===== src/hdl/rtat_pkg.sv =====
// constants of the remote target address table
package rtat_pkg;
	// -------------------------------------------------------------
	// register map
	// -------------------------------------------------------------
	localparam logic [7:0] RTAT_OFS_TARGET_2 = 8'h0A;   // index 2, one below index 3
	localparam logic [7:0] RTAT_OFS_TARGET_3 = 8'h0B;
	localparam logic [7:0] RTAT_OFS_TARGET_4 = 8'h0C;
	localparam logic [7:0] RTAT_OFS_TARGET_5 = 8'h0D;
	localparam logic [7:0] RTAT_OFS_TARGET_6 = 8'h0E;
	localparam int         RTAT_FIRST_INDEX  = 2;
	localparam int         RTAT_NUM_TARGETS  = 5;

	// -------------------------------------------------------------
	// field layout and reset values
	// -------------------------------------------------------------
	localparam int         RTAT_ADDR_MSB     = 7;
	localparam int         RTAT_ADDR_LSB     = 1;
	localparam int         RTAT_ADDR_W       = 7;
	localparam logic [6:0] RTAT_ADDR_RESET   = 7'h00;
	localparam logic [6:0] RTAT_ADDR_OFF     = 7'h00;  // zero blocks a target
	localparam logic [7:0] RTAT_READ_NONE    = 8'h00;

	// -------------------------------------------------------------
	// transaction sequencer states
	// -------------------------------------------------------------
	typedef enum logic [0:0] {
		RTAT_IDLE    = 1'b0,
		RTAT_FORWARD = 1'b1
	} rtat_state_type;
endpackage : rtat_pkg


===== src/hdl/rtat_slot.sv =====
// one remote target entry: stored address and alias compare
`timescale 1ns/1ns
`default_nettype none
module rtat_slot
	import rtat_pkg::*;
(
	input  wire logic                          clock,
	input  wire logic                          nrst,
	input  wire logic                          wr_en,
	input  wire logic [7:0]                    wr_data,
	input  wire logic [rtat_pkg::RTAT_ADDR_W-1:0] alias_addr,
	input  wire logic [rtat_pkg::RTAT_ADDR_W-1:0] txn_addr,
	output logic      [rtat_pkg::RTAT_ADDR_W-1:0] target_addr,
	output logic                               alias_hit,
	output logic                               target_open
);
	logic [RTAT_ADDR_W-1:0] target_q;
	logic [RTAT_ADDR_W-1:0] target_d;

	// -------------------------------------------------------------
	// storage
	// -------------------------------------------------------------
	// bit 0 of the write is dropped
	always_comb begin
		target_d = target_q;
		if (wr_en) begin
			target_d = wr_data[RTAT_ADDR_MSB:RTAT_ADDR_LSB];
		end
	end

	always_ff @(posedge clock or negedge nrst) begin
		if (!nrst) begin
			target_q <= RTAT_ADDR_RESET;
		end else begin
			target_q <= target_d;
		end
	end

	// -------------------------------------------------------------
	// compare
	// -------------------------------------------------------------
	// a zero alias never matches a real address
	assign alias_hit   = (alias_addr != RTAT_ADDR_OFF) && (alias_addr == txn_addr);
	assign target_open = (target_q != RTAT_ADDR_OFF);
	assign target_addr = target_q;
endmodule : rtat_slot
`default_nettype wire


===== src/hdl/rtat_table.sv =====
// remote target address table with alias remap and forwarding
//
// Notes on behaviour
// - each target register keeps a 7-bit address in bits 7:1, readable and writable, zero after reset.
// - a local transaction hitting the alias of an index is forwarded with that index's stored address.
// - while a target register is zero its index is blocked: no remap and no forwarding.
// - indices 2 to 6 each have their own register at consecutive offsets 0x0A to 0x0E.
// - a local address equal to an alias value is accepted and remapped to the target of the lowest index holding that alias.
`timescale 1ns/1ns
`default_nettype none
module rtat_table
	import rtat_pkg::*;
#(
	parameter int NUM_TARGETS = rtat_pkg::RTAT_NUM_TARGETS,
	parameter int FIRST_INDEX = rtat_pkg::RTAT_FIRST_INDEX
)(
	input  wire logic                                      clock,
	input  wire logic                                      nrst,
	// register port from the control bus slave
	input  wire logic [7:0]                                reg_addr,
	input  wire logic                                      reg_wr_en,
	input  wire logic                                      reg_rd_en,
	input  wire logic [7:0]                                reg_wdata,
	output logic      [7:0]                                reg_rdata,
	output logic                                           reg_ack,
	// alias values held outside this block, index 2 in the low bits
	input  wire logic [NUM_TARGETS*rtat_pkg::RTAT_ADDR_W-1:0] alias_addr,
	// local transaction address phase
	input  wire logic                                      txn_valid,
	input  wire logic [rtat_pkg::RTAT_ADDR_W-1:0]          txn_addr,
	output logic                                           txn_ready,
	output logic                                           txn_miss,
	output logic                                           txn_blocked,
	// forward request toward the control channel
	output logic                                           fwd_valid,
	output logic      [rtat_pkg::RTAT_ADDR_W-1:0]          fwd_addr,
	output logic      [2:0]                                fwd_index,
	input  wire logic                                      fwd_ready
);
	// -------------------------------------------------------------
	// elaboration checks
	// -------------------------------------------------------------
	if (NUM_TARGETS < 1 || FIRST_INDEX < 0 || FIRST_INDEX + NUM_TARGETS > 8) begin : g_bad_param
		$error("rtat_table: index range does not fit a 3-bit index");
	end

	// -------------------------------------------------------------
	// decode helpers
	// -------------------------------------------------------------
	// maps a byte offset to a slot number, or NUM_TARGETS when unmapped
	function automatic int slot_of(input logic [7:0] ofs);
		int s;
		s = NUM_TARGETS;
		for (int i = 0; i < NUM_TARGETS; i++) begin
			if (ofs == RTAT_OFS_TARGET_2 + 8'(i)) begin
				s = i;
			end
		end
		return s;
	endfunction : slot_of

	// -------------------------------------------------------------
	// slots
	// -------------------------------------------------------------
	logic [RTAT_ADDR_W-1:0] slot_target [NUM_TARGETS];
	logic [NUM_TARGETS-1:0] slot_hit;
	logic [NUM_TARGETS-1:0] slot_open;
	logic [NUM_TARGETS-1:0] slot_wr;

	for (genvar g = 0; g < NUM_TARGETS; g++) begin : g_slot
		// one register per index at consecutive offsets
		assign slot_wr[g] = reg_wr_en && (slot_of(reg_addr) == g);

		rtat_slot u_slot (
			.clock       (clock),
			.nrst        (nrst),
			.wr_en       (slot_wr[g]),
			.wr_data     (reg_wdata),
			.alias_addr  (alias_addr[g*RTAT_ADDR_W +: RTAT_ADDR_W]),
			.txn_addr    (txn_addr),
			.target_addr (slot_target[g]),
			.alias_hit   (slot_hit[g]),
			.target_open (slot_open[g])
		);
	end

	// -------------------------------------------------------------
	// register read
	// -------------------------------------------------------------
	logic [7:0] rdata_q;
	logic [7:0] rdata_d;
	logic       ack_q;
	logic       ack_d;

	// unmapped offsets read zero, bit 0 always zero
	always_comb begin
		int s;
		s       = slot_of(reg_addr);
		rdata_d = rdata_q;
		ack_d   = reg_rd_en || reg_wr_en;
		if (reg_rd_en) begin
			rdata_d = RTAT_READ_NONE;
			for (int i = 0; i < NUM_TARGETS; i++) begin
				if (s == i) begin
					rdata_d = {slot_target[i], 1'b0};
				end
			end
		end
	end

	always_ff @(posedge clock or negedge nrst) begin
		if (!nrst) begin
			rdata_q <= RTAT_READ_NONE;
			ack_q   <= 1'b0;
		end else begin
			rdata_q <= rdata_d;
			ack_q   <= ack_d;
		end
	end

	assign reg_rdata = rdata_q;
	assign reg_ack   = ack_q;

	// -------------------------------------------------------------
	// alias match, lowest index wins
	// -------------------------------------------------------------
	logic                   match_any;
	logic                   match_open;
	logic [RTAT_ADDR_W-1:0] match_target;
	logic [2:0]             match_index;

	always_comb begin
		match_any    = 1'b0;
		match_open   = 1'b0;
		match_target = RTAT_ADDR_OFF;
		match_index  = 3'h0;
		for (int i = NUM_TARGETS - 1; i >= 0; i--) begin
			if (slot_hit[i]) begin
				match_any    = 1'b1;
				match_open   = slot_open[i];
				match_target = slot_target[i];
				match_index  = 3'(FIRST_INDEX + i);
			end
		end
	end

	// -------------------------------------------------------------
	// transaction sequencer
	// -------------------------------------------------------------
	rtat_state_type         state_q;
	rtat_state_type         state_d;
	logic [RTAT_ADDR_W-1:0] fwd_addr_q;
	logic [RTAT_ADDR_W-1:0] fwd_addr_d;
	logic [2:0]             fwd_index_q;
	logic [2:0]             fwd_index_d;
	logic                   miss_q;
	logic                   miss_d;
	logic                   blocked_q;
	logic                   blocked_d;

	// takes one address, then holds the forward request until accepted
	always_comb begin
		state_d     = state_q;
		fwd_addr_d  = fwd_addr_q;
		fwd_index_d = fwd_index_q;
		miss_d      = 1'b0;
		blocked_d   = 1'b0;
		unique case (state_q)
			RTAT_IDLE: begin
				if (txn_valid) begin
					if (match_any && match_open) begin
						fwd_addr_d  = match_target;
						fwd_index_d = match_index;
						state_d     = RTAT_FORWARD;
					end else if (match_any) begin
						blocked_d   = 1'b1;
					end else begin
						miss_d      = 1'b1;
					end
				end
			end
			RTAT_FORWARD: begin
				if (fwd_ready) begin
					state_d = RTAT_IDLE;
				end
			end
		endcase
	end

	always_ff @(posedge clock or negedge nrst) begin
		if (!nrst) begin
			state_q     <= RTAT_IDLE;
			fwd_addr_q  <= RTAT_ADDR_RESET;
			fwd_index_q <= 3'h0;
			miss_q      <= 1'b0;
			blocked_q   <= 1'b0;
		end else begin
			state_q     <= state_d;
			fwd_addr_q  <= fwd_addr_d;
			fwd_index_q <= fwd_index_d;
			miss_q      <= miss_d;
			blocked_q   <= blocked_d;
		end
	end

	// -------------------------------------------------------------
	// outputs
	// -------------------------------------------------------------
	assign txn_ready   = (state_q == RTAT_IDLE);
	assign fwd_valid   = (state_q == RTAT_FORWARD);
	assign fwd_addr    = fwd_addr_q;
	assign fwd_index   = fwd_index_q;
	assign txn_miss    = miss_q;
	assign txn_blocked = blocked_q;
endmodule : rtat_table
`default_nettype wire


===== config.mk =====
export PLATFORM = sky130hd
export DESIGN_NAME = rtat_table
export DESIGN_NICKNAME = d
export VERILOG_FILES = /design/src/hdl/rtat_pkg.sv /design/src/hdl/rtat_slot.sv /design/src/hdl/rtat_table.sv
export SDC_FILE = /design/constraint.sdc
export NUM_CORES = 1
export LEC_CHECK = 0
export BUFFER_PORTS_ARGS = -buffer_cell sky130_fd_sc_hd__buf_2
export CORE_MARGIN = 3
export CORE_UTILIZATION = 35
export CTS_CLUSTER_SIZE = 24
export DETAILED_ROUTE_END_ITERATION = 12
export PLACE_DENSITY = 0.58
export SLEW_MARGIN = 0
export SYNTH_ARGS = -nofsm -noshare
export SYNTH_HDL_FRONTEND = slang
export SYNTH_SLANG_ARGS = --single-unit

===== constraint.sdc =====
create_clock -name clock -period 2 [get_ports clock]
set_clock_uncertainty 0.05 [all_clocks]
set_input_delay 0.3 -clock clock [delete_from_list [all_inputs] [get_ports clock]]
set_output_delay 0.3 -clock clock [all_outputs]
set_load 0.02 [all_outputs]

==> metrics, run 1 <==
Ports 87; clock slew seen by the registers of the worst setup and hold paths 0.09 ns; CP arrival 2.17 ns; clock buffer count from CTS 5; final setup vio count 4; I/O Buffers between 80 and 90; cell area after synthesis 0.00340 sq mm; largest net degree at the start of global routing 57; Final Non-Filler Cells between 600 and 700; via count 3055; Top FF cell, synth dfrtp_1; P&R area growth vs syn 39.0%; setup TNS -0.0374 ns; Die ar. 0.0109 sq mm; die width 105 um; DRC 0; Nets 541; gr busiest metal met2; share of post-route cells with drive strength above 1 47.8%; Fill cells 880; initial core utilization 36.5%; # H-tree levels 2; Final ANT Viol Nets 0; grt met1 use between 20 and 25%; unique cell type count in the Yosys netlist 46; violated checks setup timing; EDFF count, synth 0; wire length per cell 15.8 um; Syn Nets 400; Total GRT Usage 17.5%; share of the synthesized area in the top cell type about 41%; clk root buf clkbuf_8; met2 Resource Use GR 28.3%; Worst setup SP type input pin; DP Area 0.00440 sq mm; CTS sink count 56; Worst Path Max Fanout 8; met3 usage 3.21%; max cap viols 0; 1st-iter DRT viols 193; CTS tree yes; Rows 35; P_leak 2.18 nW; largest cells by area after synthesis dfrtp_1, mux2_2, xnor2_1; CP required 2.15 ns; Floorplan Core Area 0.00933 sq mm; CP Cell Sequence buf_2 > buf_6 > xnor2_2 > nand4_1 > or3_4 > buf_12 > a41oi_2 > and3_1 > o21ai_1 > mux2_4; critical setup path kind input pin to register; Final Routed Wirelength 9.59 mm; clk_lat worst skew 0.31 ns; vias per cell roughly 5.0; VDD IR max 0.265 mV; Synth Register Bits 56; CP Capture Type register; maximum clock insertion buffer count 2; YS warnings 0; CP peak stage delay 0.47 ns; asr flop ratio synth 100%; area of the multi-input gates 0.00205 sq mm; minimum clock period 2.02 ns; fin util 50.7%; Syn Area/Cell 10.1 sq um; drt first pass iters 4; register area share after synthesis 41.2%; Placer Congestion 0.804; design area 0.00473 sq mm; final hold vios 0; first-pass GRT wire length 15.8 mm; outcome finished with violations; final cycle utilization of the critical path 101%; pwr dens 492 mW/mm^2; vias in the first global route 3119; max-slew violations 0; RSZ-0062 raised after global routing yes; post-synth top area cell dfrtp_1; dpl ws -0.545 ns; HP Class input pin to register; final setup margin -0.0206 ns; Seq. cell area 0.00140 sq mm; ANT cells 0; dpl cells roughly 590; Crit-path slowest cell or3_4; fmax 495 MHz; hpwl dp between 7 and 8 mm; synthesized instance count approximately 340; initial antenna violation count 0; Die Ht 105 um; grt total ovfl 0
[where the power goes]
group,switching (mW),internal [mW],leakage [nW]
clock network,0.357,0.240,0.0410
registers,0.0423,1.18,0.729
logic,0.262,0.244,1.41
total,0.661,1.67,2.18
[placed cells by master (no fill, tap or decap), types with 5 or more instances in the layout]
cell and instances:
inv_1 8, dfrtp_1 56, clkbuf_8 5, nor4_1 6
a31oi_1 5, a221oi_1 6, mux2i_1 14, nor2_1 26
a41oi_1 5, a21oi_1 21, xnor2_1 16, o21ai_0 7
xor2_1 15, nand2_1 19, buf_2 80, mux2_2 35
nand3_1 13, buf_4 60, nor3_1 11, buf_6 8
[cells by family after synthesis]
kind of cell    after synthesis  share of synthesized area, %
simple gates                106                          16.1
xor+xnor                     34                          8.75
flops                        56                          41.2
buf+inv                      26                          3.78
mux                          53                          17.3
compound gates               60                          12.8
other cells                   1                         0.110
[registers in the layout, indices dropped and copies added (netlist names)]
register and cells:
g_slot.u_slot.target_addr 35, fwd_addr 7, reg_rdata 7, fwd_index 3, fwd_valid 1, reg_ack 1
txn_blocked 1, txn_miss 1
[cell usage after synthesis (3+ instances only)]
library cell,instances
mux2_2,35
nor3_1,14
nor4_1,9
nor2_1,26
xor2_1,16
a31oi_1,6
dfrtp_1,56
a41oi_1,7
nand4_1,3
mux2_4,3
xnor2_1,18
a21oi_1,23
nand3_1,15
inv_1,8
buf_2,9
mux2i_1,14
nand2_1,20
o21ai_0,8
clkbuf_1,4
and3_1,4
a221oi_1,6
nor4_2,3
[path summary, 6_finish.rpt]
path                                              endpoint  slack, ns  cells past startpoint                             from
hold / removal                                   fwd_valid       0.12                      2                        fwd_ready
hold reg to reg                               fwd_index[0]       0.46                      1                     fwd_index[0]
setup reg to reg                              fwd_index[2]       0.02                      5  g_slot[3].u_slot.target_addr[2]
max in group asynchronous  g_slot[0].u_slot.target_addr[4]       1.18                      3                             nrst
setup / recovery                               fwd_addr[6]      -0.02                     10                      txn_addr[0]
min in group asynchronous  g_slot[2].u_slot.target_addr[0]       0.45                      3                             nrst
[routing by layer]
metal	wire length (um)	part of all wire, %
met1	4520	47
met2	4590	48
met3	403	4.2
met4	88	0.92
met5	0	0
[area by class of cell]
class / instances / share of cell area, %
multi-input combinational: 254 / 43.2
timing repair buffer: 152 / 21.5
sequential: 56 / 29.6
tap: 129 / 3.41
clock buffer: 6 / 1.53
clock inverter: 1 / 0.106
inverter: 8 / 0.635
[critical path, delay by kind of cell]
kind                   cells  cell delay (ns)
AND/OR/NAND/NOR            3             0.81
buffers and inverters      3             0.41
AO/OA/AOI/OAI              2             0.26
multiplexers               1             0.25
XOR/XNOR                   1             0.13
[what timing repair did]
action | CTS | global route
endpoints found under the setup margin | 10 | 10
pin swaps | 7 | 15
resized for setup | 11 | 26
gates cloned | 0 | 1
hold endpoints to repair | 56 | 0
hold buffers | 1 | 0
buffers inserted | 2 | 1
[metrics by stage]
stage                     hold WS (ns)  power, mW
after floorplan                -0.0456       1.47
after global placement           0.274       1.70
after detailed placement         0.280       1.71
after CTS                        0.115       2.32
after global routing             0.114       2.44
final                            0.116       2.33
Power figures use the tool's default switching activity.
==> run 2: changes to the inputs <==
--- a/config.mk
+++ b/config.mk
@@ -10,7 +10,8 @@
 export CORE_UTILIZATION = 35
 export CTS_CLUSTER_SIZE = 24
 export DETAILED_ROUTE_END_ITERATION = 12
-export PLACE_DENSITY = 0.58
+export PLACE_DENSITY_LB_ADDON = 0.15
+export SETUP_SLACK_MARGIN = 0.15
 export SLEW_MARGIN = 0
 export SYNTH_ARGS = -nofsm -noshare
 export SYNTH_HDL_FRONTEND = slang
==> run 2 against run 1 <==
Compared with the run above: the flow still finishes with violations (setup timing); wire length is 1.5% higher; clock-buffer cell count rose by 1; via count grew 0.79%; worst hold slack worse by 0.0093 ns; largest power group unchanged; design area shrank 0.13%; fmax is 0.77% lower; largest cell class unchanged.
==> metrics, run 2 (synthesis results as in run 1) <==
r2r startpoint g_slot[4].u_slot.target_addr[2] (was g_slot[3].u_slot.target_addr[2]); initial core utilization 36.5% (unchanged); Nets 545 (was 541); ANT cells 0 (unchanged); max-slew violations 0 (unchanged); clk_lat worst skew 0.30 ns (was 0.31 ns); register share of total power 48.4% (was 52.6%); # H-tree levels 2 (unchanged); max cap viols 0 (unchanged); Final ANT Viol Nets 0 (unchanged); I/O Buffers 84 (unchanged); 1st-iter DRT viols 130 (was 193); min-delay src fwd_ready (unchanged); Die Ht 105 um (unchanged); Ports 87 (unchanged); switch share 26.0% (was 28.4%); DRC 0 (unchanged); worst r2r dst fwd_addr[6] (was fwd_index[2]); WHS 0.106 ns (was 0.116 ns); largest net degree at the start of global routing 37 (was 57); Slew @ Worst Pin 0.495 ns; Comb pwr share 19.7% (was 21.8%); drt first pass iters 4 (unchanged); Total GRT Usage 17.9% (was 17.5%); max reg flops 35 (unchanged); CTS tree yes (unchanged); final setup vio count 6 (was 4); clk root buf clkbuf_8 (unchanged); final cycle utilization of the critical path 102% (was 101%); relative slew slack 66.7%; Die ar. 0.0109 sq mm (unchanged); vias in the first global route 3127 (was 3119); Clk network pwr share 31.8% (was 25.6%); grt total ovfl 0 (unchanged); share of post-route cells with drive strength above 1 47.9% (was 47.8%); Sw Pwr 0.656 mW (was 0.661 mW); final hold vios 0 (unchanged); Worst setup SP type input pin (unchanged); violated checks setup timing (unchanged); hpwl dp 7.84 mm (was 7.55 mm); Int Pwr 1.87 mW (was 1.67 mW); P&R area growth vs syn 38.8% (was 39.0%); RSZ-0062 raised after global routing yes (unchanged); first-pass GRT wire length 16.0 mm (was 15.8 mm); initial antenna violation count 0 (unchanged); clock slew seen by the registers of the worst setup and hold paths 0.10 ns (was 0.09 ns); wire length per cell 15.9 um (was 15.8 um); die width 105 um (unchanged); CTS sink count 56 (unchanged); most frequent cells in the layout buf_2, buf_4, dfrtp_1 (unchanged); Reg2Reg Setup Slack 0 ns (was 0.02 ns); Floorplan Core Area 0.00933 sq mm (unchanged); hold endpoint fwd_valid (unchanged); Placer Congestion 0.860 (was 0.804); clock buffer count from CTS 5 (unchanged); maximum clock insertion buffer count 2 (unchanged); worst hold stages 2 (unchanged); pwr dens 534 mW/mm^2 (was 492 mW/mm^2); critical setup path kind input pin to register (unchanged); R2R cell count 6 (was 5); HP Class input pin to register (unchanged); vias per cell 5.04 (about the same); Pwr Total 2.52 mW (was 2.33 mW); minimum clock period 2.04 ns (was 2.02 ns); CP required 2.15 ns (about the same); fmax 491 MHz (was 495 MHz); Worst Path Max Fanout 7 (was 8); CP arrival 2.18 ns (was 2.17 ns); Rows 35 (unchanged); outcome finished with violations (unchanged); VDD IR max 0.373 mV (was 0.265 mV); Final Routed Wirelength 9.74 mm (was 9.59 mm); CP Capture Type register (unchanged); via count 3079 (was 3055); final setup margin -0.0363 ns (was -0.0206 ns); P_leak 2.20 nW (was 2.18 nW); commonest non-fill, non-tap cell in the layout buf_2 (unchanged)
-- run 2: cell types whose count changed in the layout (fill, tap and decap cells not counted), moves of 2 or more --
| cell | before | now |
|---|---|---|
| nand3_2 | 2 | 0 |
| nand3_1 | 13 | 15 |
| a21oi_2 | 1 | 3 |
| clkbuf_8 | 5 | 7 |
| buf_4 | 60 | 66 |
| a41oi_1 | 5 | 7 |
| a41oi_2 | 2 | 0 |
-- run 2: through the flow --
step	instances	util (%)	area (sq um)	setup TNS [ns]	setup slack, ns
finish	611	50.7	4730	-0.174	-0.0363
global route	611	50.7	4730	-1.03	-0.110
CTS	611	50.1	4680	-0.326	-0.0542
detailed placement	600	48.0	4480	-5.11	-0.470
global placement	600	48.0	4480	-4.67	-0.424
floorplan	336	-	3460	-1.47	-0.253
-- run 2: layer usage --
layer | up-vias | track usage (%) | share of wire (%)
li1 | 1518 | - | -
met1 | 1487 | 25.7 | 48
met2 | 66 | 28.7 | 47
met3 | 8 | 2.96 | 3.8
met4 | 0 | 3.56 | 1.1
met5 | - | 0 | 0
-- run 2: power by group through the flow --
| stage | clock network [mW] | logic [mW] | registers [mW] |
|---|---|---|---|
| CTS | 0.830 | 0.494 | 1.22 |
| finish | 0.803 | 0.497 | 1.22 |
| global placement | 0 | 0.477 | 1.24 |
| global route | 0.874 | 0.546 | 1.23 |
| detailed placement | 0 | 0.484 | 1.24 |
| floorplan | 0 | 0.209 | 1.26 |
-- run 2: repair_timing --
item | CTS | global route
pin swaps | 1 | 6
gates cloned | 0 | 0
gates resized for setup | 9 | 10
hold buffers | 1 | 0
setup endpoints to repair | 13 | 13
endpoints found under the hold margin | 20 | 0
buffers inserted | 2 | 0
-- run 2: how the worst max path moves through the flow --
stage	startpoint	to	slack, ns
6_report	alias_addr[30]	fwd_addr[6]	-0.04
3_5_place_dp	alias_addr[17]	fwd_addr[4]	-0.47
5_1_grt	alias_addr[17]	fwd_index[1]	-0.11
2_1_floorplan	txn_addr[0]	fwd_addr[6]	-0.25
4_1_cts	alias_addr[30]	fwd_addr[6]	-0.05
3_3_place_gp	alias_addr[17]	fwd_index[2]	-0.42
-- run 2: area by class of cell --
cell class / count / area [sq um]
Fill cell: 911 / 4600
Multi-Input combinational cell: 254 / 1980
Sequential cell: 56 / 1400
Timing Repair Buffer: 156 / 1020
Tap cell: 129 / 161
Clock buffer: 7 / 96.3
Clock inverter: 1 / 30.0
Inverter: 8 / 30.0
-- run 2: critical path, stage by stage --
cell	delay (ns)
buf_6	0.09
or4_4	0.53
nor4_4	0.15
nor3_2	0.08
and3_4	0.19
o311ai_4	0.34
a21oi_4	0.17
mux2_4	0.32
